File: src/design/fault_status_cfg.svh
// Constants of the fault and interrupt status bank: register indices,
// field positions, reset values and bus answers.
// Assumes inclusion by bare name from the status bank source files.
`ifndef FAULT_STATUS_CFG_SVH
`define FAULT_STATUS_CFG_SVH

// ==========================================================
// Register indices (byte address is four times the index)
`define CH2_FAULT_LATCHED_IDX 8'h39
`define HEADSET_EVENT_LATCHED_IDX 8'h3a
`define THRESHOLD_VOICE_EVENT_LATCHED_IDX 8'h3b
`define CLOCK_LOCK_EVENT_LIVE_IDX 8'h3c
`define CH1_FAULT_LIVE_IDX 8'h40
`define IRQ_STATUS_IDX 8'h44
`define IRQ_MASK_IDX 8'h45

// ==========================================================
// Field positions (lowest bit of each field)
`define CH2_SHORT_LSB 6
`define CH2_VGND_LSB 4
`define REG_SHORT_MASK_BIT 1
`define REG_SHORT_BIT 0
`define HEADSET_LSB 1
`define THRESHOLD_LSB 6
`define VOICE_LSB 4
`define CLOCK_LOCK_LSB 6
`define CH1_FAULT_LSB 4
`define IRQ_CH2_BIT 0
`define IRQ_HEADSET_BIT 1
`define IRQ_THRESH_VOICE_BIT 2

// ==========================================================
// Reset values and bus answers
`define STATUS_RESET 8'h00
`define IRQ_MASK_RESET 3'h0
`define RESP_OKAY 2'h0
`define RESP_SLVERR 2'h2
`define SYNC_WIDTH 18

`endif

File: src/design/fault_status_pkg.sv
// Types shared by the fault and interrupt status bank.
// Assumes a 12-bit AXI4-Lite byte address.
`default_nettype none
package fault_status_pkg;
   typedef logic [11:0] addr_t;
   typedef logic [7:0] byte_t;
   typedef logic [31:0] word_t;
   // Gray along idle, address held, response
   typedef enum logic [1:0] {
      W_IDLE = 2'b00,
      W_ADDR = 2'b01,
      W_RESP = 2'b11,
      W_DATA = 2'b10
   } wstate_t;
endpackage
`default_nettype wire

File: src/design/fault_interrupt_status_bank.sv
// Latched and live fault / interrupt status registers behind AXI4-Lite.
// Assumes fault and event inputs are asynchronous levels from analog logic.
`include "fault_status_cfg.svh"
`timescale 1ns/100ps
`default_nettype none
module fault_interrupt_status_bank (
   input wire logic aclk,
   input wire logic aresetn,
   input wire fault_status_pkg::addr_t awaddr,
   input wire logic [2:0] awprot,
   input wire logic awvalid,
   output logic awready,
   input wire fault_status_pkg::word_t wdata,
   input wire logic [3:0] wstrb,
   input wire logic wvalid,
   output logic wready,
   output logic [1:0] bresp,
   output logic bvalid,
   input wire logic bready,
   input wire fault_status_pkg::addr_t araddr,
   input wire logic [2:0] arprot,
   input wire logic arvalid,
   output logic arready,
   output fault_status_pkg::word_t rdata,
   output logic [1:0] rresp,
   output logic rvalid,
   input wire logic rready,
   input wire logic [1:0] ch2_output_short,
   input wire logic [1:0] ch2_driver_vgnd,
   input wire logic analog_regulator_short,
   input wire logic [2:0] headset_event,
   input wire logic [1:0] general_purpose_analog_input_cross,
   input wire logic [1:0] voice_activity_detector_event,
   input wire logic [1:0] clock_lock_event,
   input wire logic [3:0] ch1_fault,
   output logic irq
);
   import fault_status_pkg::*;

   // ==========================================================
   // Address helpers
   function automatic logic hit(input addr_t a, input logic [7:0] idx);
      hit = (a == addr_t'({idx, 2'b00}));
   endfunction

   function automatic logic mapped(input addr_t a);
      mapped = hit(a, `CH2_FAULT_LATCHED_IDX) || hit(a, `HEADSET_EVENT_LATCHED_IDX) ||
               hit(a, `THRESHOLD_VOICE_EVENT_LATCHED_IDX) ||
               hit(a, `CLOCK_LOCK_EVENT_LIVE_IDX) || hit(a, `CH1_FAULT_LIVE_IDX) ||
               hit(a, `IRQ_STATUS_IDX) || hit(a, `IRQ_MASK_IDX);
   endfunction

   // Set wins over a read clear in the same cycle
   function automatic logic [3:0] latch(input logic [3:0] cur, input logic clr,
                                         input logic [3:0] ev);
      latch = clr ? ev : (cur | ev);
   endfunction

   // ==========================================================
   // Input synchronisation
   logic [`SYNC_WIDTH-1:0] raw_in;
   logic [`SYNC_WIDTH-1:0] sync_in;
   logic [1:0] ch2_short_s;
   logic [1:0] ch2_vgnd_s;
   logic reg_short_s;
   logic [2:0] headset_s;
   logic [3:0] tv_s;
   logic [1:0] clock_lock_s;
   logic [3:0] ch1_s;

   assign raw_in = {ch2_output_short, ch2_driver_vgnd, analog_regulator_short, headset_event,
                    general_purpose_analog_input_cross, voice_activity_detector_event,
                    clock_lock_event, ch1_fault};

   pin_sync #(.WIDTH(`SYNC_WIDTH)) pin_sync_i (
      .aclk(aclk),
      .aresetn(aresetn),
      .d(raw_in),
      .q(sync_in)
   );

   assign {ch2_short_s, ch2_vgnd_s, reg_short_s, headset_s, tv_s, clock_lock_s, ch1_s} = sync_in;

   // ==========================================================
   // Write channel
   wstate_t wstate_reg, wstate_next;
   addr_t waddr_reg, waddr_next;
   byte_t wbyte_reg, wbyte_next;
   logic wlane_reg, wlane_next;
   logic [1:0] bresp_reg, bresp_next;
   logic aw_take, w_take, b_take, commit;

   assign awready = (wstate_reg == W_IDLE) || (wstate_reg == W_DATA);
   assign wready = (wstate_reg == W_IDLE) || (wstate_reg == W_ADDR);
   assign bvalid = (wstate_reg == W_RESP);
   assign bresp = bresp_reg;
   assign aw_take = awvalid && awready;
   assign w_take = wvalid && wready;
   assign b_take = bvalid && bready;
   // Writes land as the response is accepted; only one write is in flight
   assign commit = b_take;

   always_comb begin
      wstate_next = wstate_reg;
      waddr_next = aw_take ? awaddr : waddr_reg;
      wbyte_next = w_take ? wdata[7:0] : wbyte_reg;
      wlane_next = w_take ? wstrb[0] : wlane_reg;
      bresp_next = aw_take ? (mapped(awaddr) ? `RESP_OKAY : `RESP_SLVERR) : bresp_reg;
      case (wstate_reg)
         W_IDLE: begin
            if (aw_take && w_take) begin
               wstate_next = W_RESP;
            end else if (aw_take) begin
               wstate_next = W_ADDR;
            end else if (w_take) begin
               wstate_next = W_DATA;
            end
         end
         W_ADDR: begin
            if (w_take) begin
               wstate_next = W_RESP;
            end
         end
         W_DATA: begin
            if (aw_take) begin
               wstate_next = W_RESP;
            end
         end
         W_RESP: begin
            if (b_take) begin
               wstate_next = W_IDLE;
            end
         end
         default: wstate_next = W_IDLE;
      endcase
      if (!aresetn) begin
         wstate_next = W_IDLE;
         waddr_next = '0;
         wbyte_next = `STATUS_RESET;
         wlane_next = 1'b0;
         bresp_next = `RESP_OKAY;
      end
   end

   always_ff @(posedge aclk) begin
      wstate_reg <= wstate_next;
      waddr_reg <= waddr_next;
      wbyte_reg <= wbyte_next;
      wlane_reg <= wlane_next;
      bresp_reg <= bresp_next;
   end

   // ==========================================================
   // Status registers
   logic [3:0] ch2_lat_reg, ch2_lat_next;
   logic reg_short_lat_reg, reg_short_lat_next;
   logic reg_mask_reg, reg_mask_next;
   logic [2:0] headset_lat_reg, headset_lat_next;
   logic [3:0] tv_lat_reg, tv_lat_next;
   logic [2:0] irq_status_reg, irq_status_next;
   logic [2:0] irq_mask_reg, irq_mask_next;
   logic irq_reg, irq_next;
   logic rd_take;
   logic [2:0] irq_event;
   logic [3:0] hs_tmp;

   assign rd_take = arvalid && arready;

   always_comb begin
      ch2_lat_next = latch(ch2_lat_reg, rd_take && hit(araddr, `CH2_FAULT_LATCHED_IDX),
                           {ch2_short_s, ch2_vgnd_s});
      reg_short_lat_next = rd_take && hit(araddr, `CH2_FAULT_LATCHED_IDX) ?
                           reg_short_s : (reg_short_lat_reg | reg_short_s);
      hs_tmp = latch({1'b0, headset_lat_reg}, rd_take &&
                     hit(araddr, `HEADSET_EVENT_LATCHED_IDX), {1'b0, headset_s});
      headset_lat_next = hs_tmp[2:0];
      tv_lat_next = latch(tv_lat_reg, rd_take &&
                          hit(araddr, `THRESHOLD_VOICE_EVENT_LATCHED_IDX), tv_s);
      // Regulator short reaches the interrupt only when unmasked
      irq_event[`IRQ_CH2_BIT] = (|{ch2_short_s, ch2_vgnd_s}) ||
                                (reg_short_s && !reg_mask_reg);
      irq_event[`IRQ_HEADSET_BIT] = |headset_s;
      irq_event[`IRQ_THRESH_VOICE_BIT] = |tv_s;
      hs_tmp = latch({1'b0, irq_status_reg}, rd_take && hit(araddr, `IRQ_STATUS_IDX),
                     {1'b0, irq_event});
      irq_status_next = hs_tmp[2:0];
      reg_mask_next = reg_mask_reg;
      irq_mask_next = irq_mask_reg;
      if (commit && wlane_reg && hit(waddr_reg, `CH2_FAULT_LATCHED_IDX)) begin
         reg_mask_next = wbyte_reg[`REG_SHORT_MASK_BIT];
      end
      if (commit && wlane_reg && hit(waddr_reg, `IRQ_MASK_IDX)) begin
         irq_mask_next = wbyte_reg[2:0];
      end
      irq_next = |(irq_status_next & ~irq_mask_next);
      if (!aresetn) begin
         ch2_lat_next = 4'h0;
         reg_short_lat_next = 1'b0;
         reg_mask_next = 1'b0;
         headset_lat_next = 3'h0;
         tv_lat_next = 4'h0;
         irq_status_next = 3'h0;
         irq_mask_next = `IRQ_MASK_RESET;
         irq_next = 1'b0;
      end
   end

   always_ff @(posedge aclk) begin
      ch2_lat_reg <= ch2_lat_next;
      reg_short_lat_reg <= reg_short_lat_next;
      reg_mask_reg <= reg_mask_next;
      headset_lat_reg <= headset_lat_next;
      tv_lat_reg <= tv_lat_next;
      irq_status_reg <= irq_status_next;
      irq_mask_reg <= irq_mask_next;
      irq_reg <= irq_next;
   end

   assign irq = irq_reg;

   // ==========================================================
   // Read channel
   logic rvalid_reg, rvalid_next;
   word_t rdata_reg, rdata_next;
   logic [1:0] rresp_reg, rresp_next;
   byte_t rbyte;

   assign arready = !rvalid_reg;
   assign rvalid = rvalid_reg;
   assign rdata = rdata_reg;
   assign rresp = rresp_reg;

   always_comb begin
      rbyte = `STATUS_RESET;
      if (hit(araddr, `CH2_FAULT_LATCHED_IDX)) begin
         rbyte = {ch2_lat_reg, 2'b00, reg_mask_reg, reg_short_lat_reg};
      end else if (hit(araddr, `HEADSET_EVENT_LATCHED_IDX)) begin
         rbyte = {4'h0, headset_lat_reg, 1'b0};
      end else if (hit(araddr, `THRESHOLD_VOICE_EVENT_LATCHED_IDX)) begin
         rbyte = {tv_lat_reg, 4'h0};
      end else if (hit(araddr, `CLOCK_LOCK_EVENT_LIVE_IDX)) begin
         rbyte = {clock_lock_s, 6'h00};
      end else if (hit(araddr, `CH1_FAULT_LIVE_IDX)) begin
         rbyte = {ch1_s, 4'h0};
      end else if (hit(araddr, `IRQ_STATUS_IDX)) begin
         rbyte = {5'h00, irq_status_reg};
      end else if (hit(araddr, `IRQ_MASK_IDX)) begin
         rbyte = {5'h00, irq_mask_reg};
      end
      rvalid_next = rvalid_reg;
      rdata_next = rdata_reg;
      rresp_next = rresp_reg;
      if (rvalid_reg && rready) begin
         rvalid_next = 1'b0;
      end
      if (rd_take) begin
         rvalid_next = 1'b1;
         rdata_next = {24'h000000, rbyte};
         rresp_next = mapped(araddr) ? `RESP_OKAY : `RESP_SLVERR;
      end
      if (!aresetn) begin
         rvalid_next = 1'b0;
         rdata_next = '0;
         rresp_next = `RESP_OKAY;
      end
   end

   always_ff @(posedge aclk) begin
      rvalid_reg <= rvalid_next;
      rdata_reg <= rdata_next;
      rresp_reg <= rresp_next;
   end
endmodule
`default_nettype wire

File: src/design/pin_sync.sv
// Two-flop synchroniser bank for asynchronous fault and event levels.
// Assumes inputs are slow levels; each bit is synchronised on its own.
`timescale 1ns/100ps
`default_nettype none
module pin_sync #(
   parameter int WIDTH = 1
) (
   input wire logic aclk,
   input wire logic aresetn,
   input wire logic [WIDTH-1:0] d,
   output logic [WIDTH-1:0] q
);
   logic [WIDTH-1:0] meta_reg;
   logic [WIDTH-1:0] meta_next;
   logic [WIDTH-1:0] q_next;

   always_comb begin
      meta_next = aresetn ? d : '0;
      q_next = aresetn ? meta_reg : '0;
   end

   always_ff @(posedge aclk) begin
      meta_reg <= meta_next;
      q <= q_next;
   end
endmodule
`default_nettype wire
File: config.mk
export PLATFORM = sky130hd
export DESIGN_NAME = fault_interrupt_status_bank
export DESIGN_NICKNAME = d
export VERILOG_FILES = /design/src/design/fault_status_pkg.sv /design/src/design/fault_interrupt_status_bank.sv /design/src/design/pin_sync.sv
export VERILOG_INCLUDE_DIRS = /design/src /design/src/design
export SDC_FILE = /design/constraint.sdc
export NUM_CORES = 1
export LEC_CHECK = 0
export BUFFER_PORTS_ARGS = -buffer_cell sky130_fd_sc_hd__buf_2
export CAP_MARGIN = 10
export CORE_AREA = 8 8 116 118
export CTS_BUF_LIST = sky130_fd_sc_hd__clkbuf_4
export CTS_CLUSTER_SIZE = 14
export DETAILED_ROUTE_END_ITERATION = 10
export DIE_AREA = 0 0 124 126
export PLACE_DENSITY_LB_ADDON = 0.08
export SYNTH_ARGS = -nofsm -noshare
export SYNTH_HDL_FRONTEND = slang
export SYNTH_SLANG_ARGS = --single-unit
File: constraint.sdc
create_clock -name aclk -period 3.45 [get_ports aclk]
set_clock_uncertainty 0.05 [all_clocks]
set_input_delay 0.5175 -clock aclk [delete_from_list [all_inputs] [get_ports aclk]]
set_output_delay 0.5175 -clock aclk [all_outputs]
set_load 0.05 [all_outputs]
==> impl_metrics.yaml, run 1 <==
run_status:
  status: "completed"
detailed_routing:
  ant_nets: 0
  dr.pass1.iters: 4
  drc: 0
  drtIter0Drc: 132
  wirelength_microns: 7887
  num_vias: 2539
  routedWlPerCell_microns: 13.57
  detail_route.vias_per_cell: 4.370
global_route:
  overflow: 0
  antenna_found_initial: 0
  grt_pass1_wl_microns: 12670
  grt_max_degree: 47
  grt_usage_pct: 10.31
  grt_pass1_vias: 2532
die:
  die_h_microns: 126
  io_pins: 133
  die_x_microns: 124
  core_sq_um: 11710
  initial_core_util_pct: 29.11
  rows: 40
  die_area_sq_um: 15620
final_layout:
  drive_gt1_share_pct: 23.27
  nNetsFinal: 525
  final_common_cell: "dfxtp_1"
  area_growth_pct: 14.75
  fillCellCount: 1271
  antennaDiodeCount: 0
  final_cell_mix: "dfxtp_1, buf_2, and2_1"
  final_area_sq_um: 3913
  instances_no_fill: 581
clock_tree:
  htree_num_levels: 3
  cts_setup_buffers: 0
  cts_hold_buf: 0
  cts_buffer_depth: 2
  path_clk_slew_ns: 0.14
  clk_latency_ns: 0.42
  cts_sinks: 85
  numCtsBuffers: 9
  cts_tree: "yes"
  root_buffer: "clkbuf_4"
  cts-resized-gates: 0
critical_path:
  start_kind: "flip-flop"
  critPathKind: "reg -> out"
  cp.arrival_ns: 1.69
  crit_slowest_cell: "dfxtp_1"
  crit_chain: "inv_1, ha_1, or2_2, buf_2"
  end_kind: "output port"
  cp.required_ns: 2.88
  rrSetupSlack_ns: 1.50
  slowest_delay_ns: 0.42
  cp_max_fo: 4
sta:
  fin_crit_sh_pct: 65.55
  max_freq_mhz: 442.2
  worstMarginPinSlew_ns: 0.8598
  finalCriticalPeriod_ns: 2.261
  drv_slew: 0
  hold_slack_ns: 0.2194
  setup_violations: 0
  tns_ns: 0
  max_slew_margin_pct: 42.60
  hold_viol: 0
  rsz0062_at_grt: "no"
synthesis:
  ys.warnings.count: 0
  yosysSeqAreaShare_pct: 49.91
  syn_area_sq_um: 3410
  synth_edf_count: 0
  synth_flop_cell: "dfxtp_1"
  ys_ff_latch: 85
  async_reset_ff_share_pct: 0
  synth_cell_types: 52
  syn_inst: 363
  synth_area_per_cell_sq_um: 9.393
run:
  maxCapViolCount: 0
pwr:
  ir_drop_mv: 0.2851
  power_leakage_nw: 1.674
  p_per_area_nw_per_um2: 540.8
place:
  io_buffer_count: 68
  dp_hpwl_microns: 5940
  dp_cells: 565
  place_area_sq_um: 3794
  routabilityCongestion: 0.7630
hold_path:
  worstHoldPathType: "in -> reg"
[layer usage]
metal	global-route usage [%]	up-vias	share of wire (%)
li1	-	1334	-
met1	12.99	1133	46
met2	16.21	64	46
met3	2.860	8	6.3
met4	4.062	0	1.4
met5	0	-	0
[cells by family after synthesis]
group / share of synthesized area, %
flip-flops: 49.91
buffers and inverters: 8.073
other: 0.1100
AND/OR/NAND/NOR: 23.67
adder cells (fa/ha/maj): 1.835
XOR/XNOR: 0.5139
multiplexers: 3.890
AO/OA/AOI/OAI: 12.00
[per-stage QoR]
step | total power [W] | setup slack (ns) | util [%]
after floorplan | 0.001546 | 1.356 | -
after CTS | 0.002156 | 1.154 | 33.41
after global routing | 0.002258 | 1.089 | 33.41
after global placement | 0.001643 | 0.9787 | 32.39
final | 0.002116 | 1.189 | 33.41
after detailed placement | 0.001649 | 0.9964 | 32.39
[worst paths after layout]
path,cells past startpoint,start,end
worst max-delay path,4,wstate_reg[0],awready
worst min register to register,1,pin_sync_i.meta_reg[11],pin_sync_i.q[11]
worst min-delay path,2,rready,rvalid
worst max register to register,7,wstate_reg[0],bresp[1]
[cells in the mapped netlist, drive strengths merged, types with 2 or more instances]
library cell	count	share of area, %
o32ai	2	0.51
o21ai	2	0.29
a21oi	33	5.1
nand3	5	0.73
nor2b	3	0.55
a22o	2	0.51
a221oi	3	0.77
nor2	31	3.4
and2	39	7.2
a211oi	2	0.44
nand4	4	0.73
buf	28	6.0
nor4	6	1.5
or2	3	0.55
dfxtp	85	50
mux2	2	0.66
a22oi	8	1.9
nor3	4	0.92
nand4b	2	0.51
ha	5	1.8
inv	7	0.77
or4	3	0.77
nand2	38	4.3
clkbuf	12	1.3
mux2i	11	3.2
nor4b	5	1.3
o21a	2	0.44
[report_power, final]
part           internal, W  total (W)  switching (W)
registers          0.00106    0.00111      0.0000471
logic             0.000162   0.000511       0.000349
clock network     0.000150   0.000494       0.000343
[worst max-delay path, delay by kind of cell, from the launching register on]
| family | cells | cell delay [ns] |
|---|---|---|
| AND/OR/NAND/NOR | 1 | 0.32 |
| adder cells (fa/ha/maj) | 1 | 0.22 |
| buffers and inverters | 2 | 0.32 |
| flip-flops | 1 | 0.42 |
[cell type report]
| type | instances | area [sq um] | area share, % |
|---|---|---|---|
| inverters | 7 | 26.28 | 0.6716 |
| multi-input cells | 256 | 1526 | 39.01 |
| well taps | 147 | 183.9 | 4.701 |
| clock inverters | 7 | 51.30 | 1.311 |
| flip-flops and latches | 85 | 1702 | 43.49 |
| repair buffers | 70 | 355.3 | 9.082 |
| clock buffers | 9 | 67.56 | 1.727 |
Power figures use the tool's default switching activity.
==> run 2, diff against run 1 <==
- ABC_AREA: not set -> 1
- CORE_AREA: 8 8 116 118 -> 8 8 122 124
- DIE_AREA: 0 0 124 126 -> 0 0 130 132
- clock period: 3.45 -> 2 ns (I/O delays scaled with it)
==> impl_metrics.yaml, run 2 <==
pwr:
  finalPower_w: 0.004222
  ir_drop_mv: 0.3498
  power_leakage_nw: 2.415
  p_per_area_nw_per_um2: 909.6
sta:
  finalCriticalPeriod_ns: 1.918
  setup_slack_ns: 0.08185
  setup_violations: 0
  rsz0062_at_grt: "no"
  tns_ns: 0
  fin_crit_sh_pct: 95.91
  hold_viol: 0
  drv_slew: 0
  max_freq_mhz: 521.3
critical_path:
  end_kind: "output port"
  cp.arrival_ns: 1.57
  cp_max_fo: 4
  cp.required_ns: 1.65
  r2r-start: "wstate_reg[0]"
  start_kind: "flip-flop"
  startpoint: "wstate_reg[0]"
  critPathKind: "reg -> out"
detailed_routing:
  ant_nets: 0
  num_vias: 3230
  routedWlPerCell_microns: 11.29
  drc: 0
  wirelength_microns: 8989
  detail_route.vias_per_cell: 4.058
  drtIter0Drc: 121
  dr.pass1.iters: 4
synthesis:
  synth_common_cells: "nand2_1, dfxtp_1, inv_1"
  synth_area_per_cell_sq_um: 7.325
  synth.area.mux_share_pct: 0
  syn_area_sq_um: 3824
  yosysTopAreaCellShare_pct: 44.50
  async_reset_ff_share_pct: 0
  ys_ff_latch: 85
  synth_cell_types: 33
  yosysSeqAreaShare_pct: 44.50
  yosys.area_share.simple_pct: 29.38
  synth-xor-area-share_pct: 0
  synth_top_family_by_area: "simple AND/OR/NAND/NOR gates"
  synth_top_area_cell: "dfxtp_1"
  synthAdderAreaFrac_pct: 1.636
  synth_most_common_cell: "nand2_1"
  synth_edf_count: 0
  yosys-top-cells-area: "dfxtp_1, nand2_1, inv_1"
  syn_inst: 522
  ys.warnings.count: 0
  synth_flop_cell: "dfxtp_1"
  synth-compound-area-share_pct: 9.293
die:
  die_x_microns: 130
  initial_core_util_pct: 29.46
  rows: 42
  die_h_microns: 132
  io_pins: 133
  die_area_sq_um: 17160
  core_sq_um: 12980
place:
  dp_hpwl_microns: 6960
  dp_cells: 760
  place_area_sq_um: 4287
  io_buffer_count: 68
  place_ws_ns: 0.2462
  routabilityCongestion: 0.7685
global_route:
  grt_usage_pct: 11.04
  antenna_found_initial: 1
  grt_pass1_vias: 3261
  grt_max_degree: 33
  overflow: 0
  grt_pass1_wl_microns: 15140
hold_path:
  hold_start: "awaddr[1]"
  worstHoldPathType: "in -> reg"
clock_tree:
  cts_setup_buffers: 0
  numCtsBuffers: 9
  cts_tree: "yes"
  cts_buffer_depth: 2
  htree_num_levels: 3
  cts_sinks: 85
  clk_latency_ns: 0.44
  root_buffer: "clkbuf_4"
  path_clk_slew_ns: 0.13
final_layout:
  nNetsFinal: 709
  drive_gt1_share_pct: 20.55
  area_growth_pct: 21.40
  final_common_cell: "nand2_1"
  instances_no_fill: 796
  final_cell_mix: "nand2_1, dfxtp_1, inv_1"
  final_area_sq_um: 4642
  fillCellCount: 1436
run:
  maxCapViolCount: 0
run_status:
  status: "completed"
run 2: logic make-up (layout without fill, tap and decap cells):
logic type      after synthesis  in the layout
other cells                   1             28
compound gates               67             67
fa+ha+maj                     5              5
simple gates                238            238
flops                        85             85
buf+inv                     126            197
run 2: area by class of cell:
class	count	area [sq um]	area share (%)
sequential	85	1704	36.71
clock buffer	10	75.07	1.617
clock inverter	6	86.33	1.860
antenna	2	5.005	0.1078
multi-input combinational	336	1639	35.31
tap	176	220.2	4.744
inverter	88	332.8	7.170
timing repair buffer	93	579.3	12.48
run 2: power breakdown:
group          leakage, nW  internal (W)  switching [W]
clock network       0.0868      0.000521       0.000599
logic                 1.63      0.000354       0.000803
registers            0.701       0.00186      0.0000802
run 2: worst max-delay path: stages (launching register included):
cell     delay [ns]
dfxtp_2        0.38
inv_1          0.08
ha_1           0.21
or2_1          0.28
buf_6          0.17
run 2: repair_timing:
item / in CTS / in global routing
gates resized for setup: 3 / 1
hold endpoints to repair: 18 / 0
hold buffers: 18 / 0
pin swaps: 0 / 0
endpoints found under the setup margin: 1 / 1
run 2: per-stage QoR:
step,hold slack [ns],utilization [%]
after floorplan,0.3364,-
after global placement,0.3494,33.02
after detailed placement,0.3513,33.02
after CTS,0.03018,35.70
after global routing,0.05484,35.76
final,0.06850,35.76
run 2: path summary, 6_finish.rpt:
check / to / slack (ns) / cells after the start
min: waddr_reg[1] / 0.07 / 3
max reg2reg: wstate_reg[1] / 0.27 / 9
min reg2reg: pin_sync_i.q[2] / 0.37 / 2
max: wready / 0.08 / 4
run 2: routing by layer:
metal	vias up	routed length, microns	track usage [%]
met5	-	0	0
met4	0	161	5.746
met3	14	596	2.953
met2	79	3737	16.58
met1	1389	4494	14.07
li1	1748	-	-
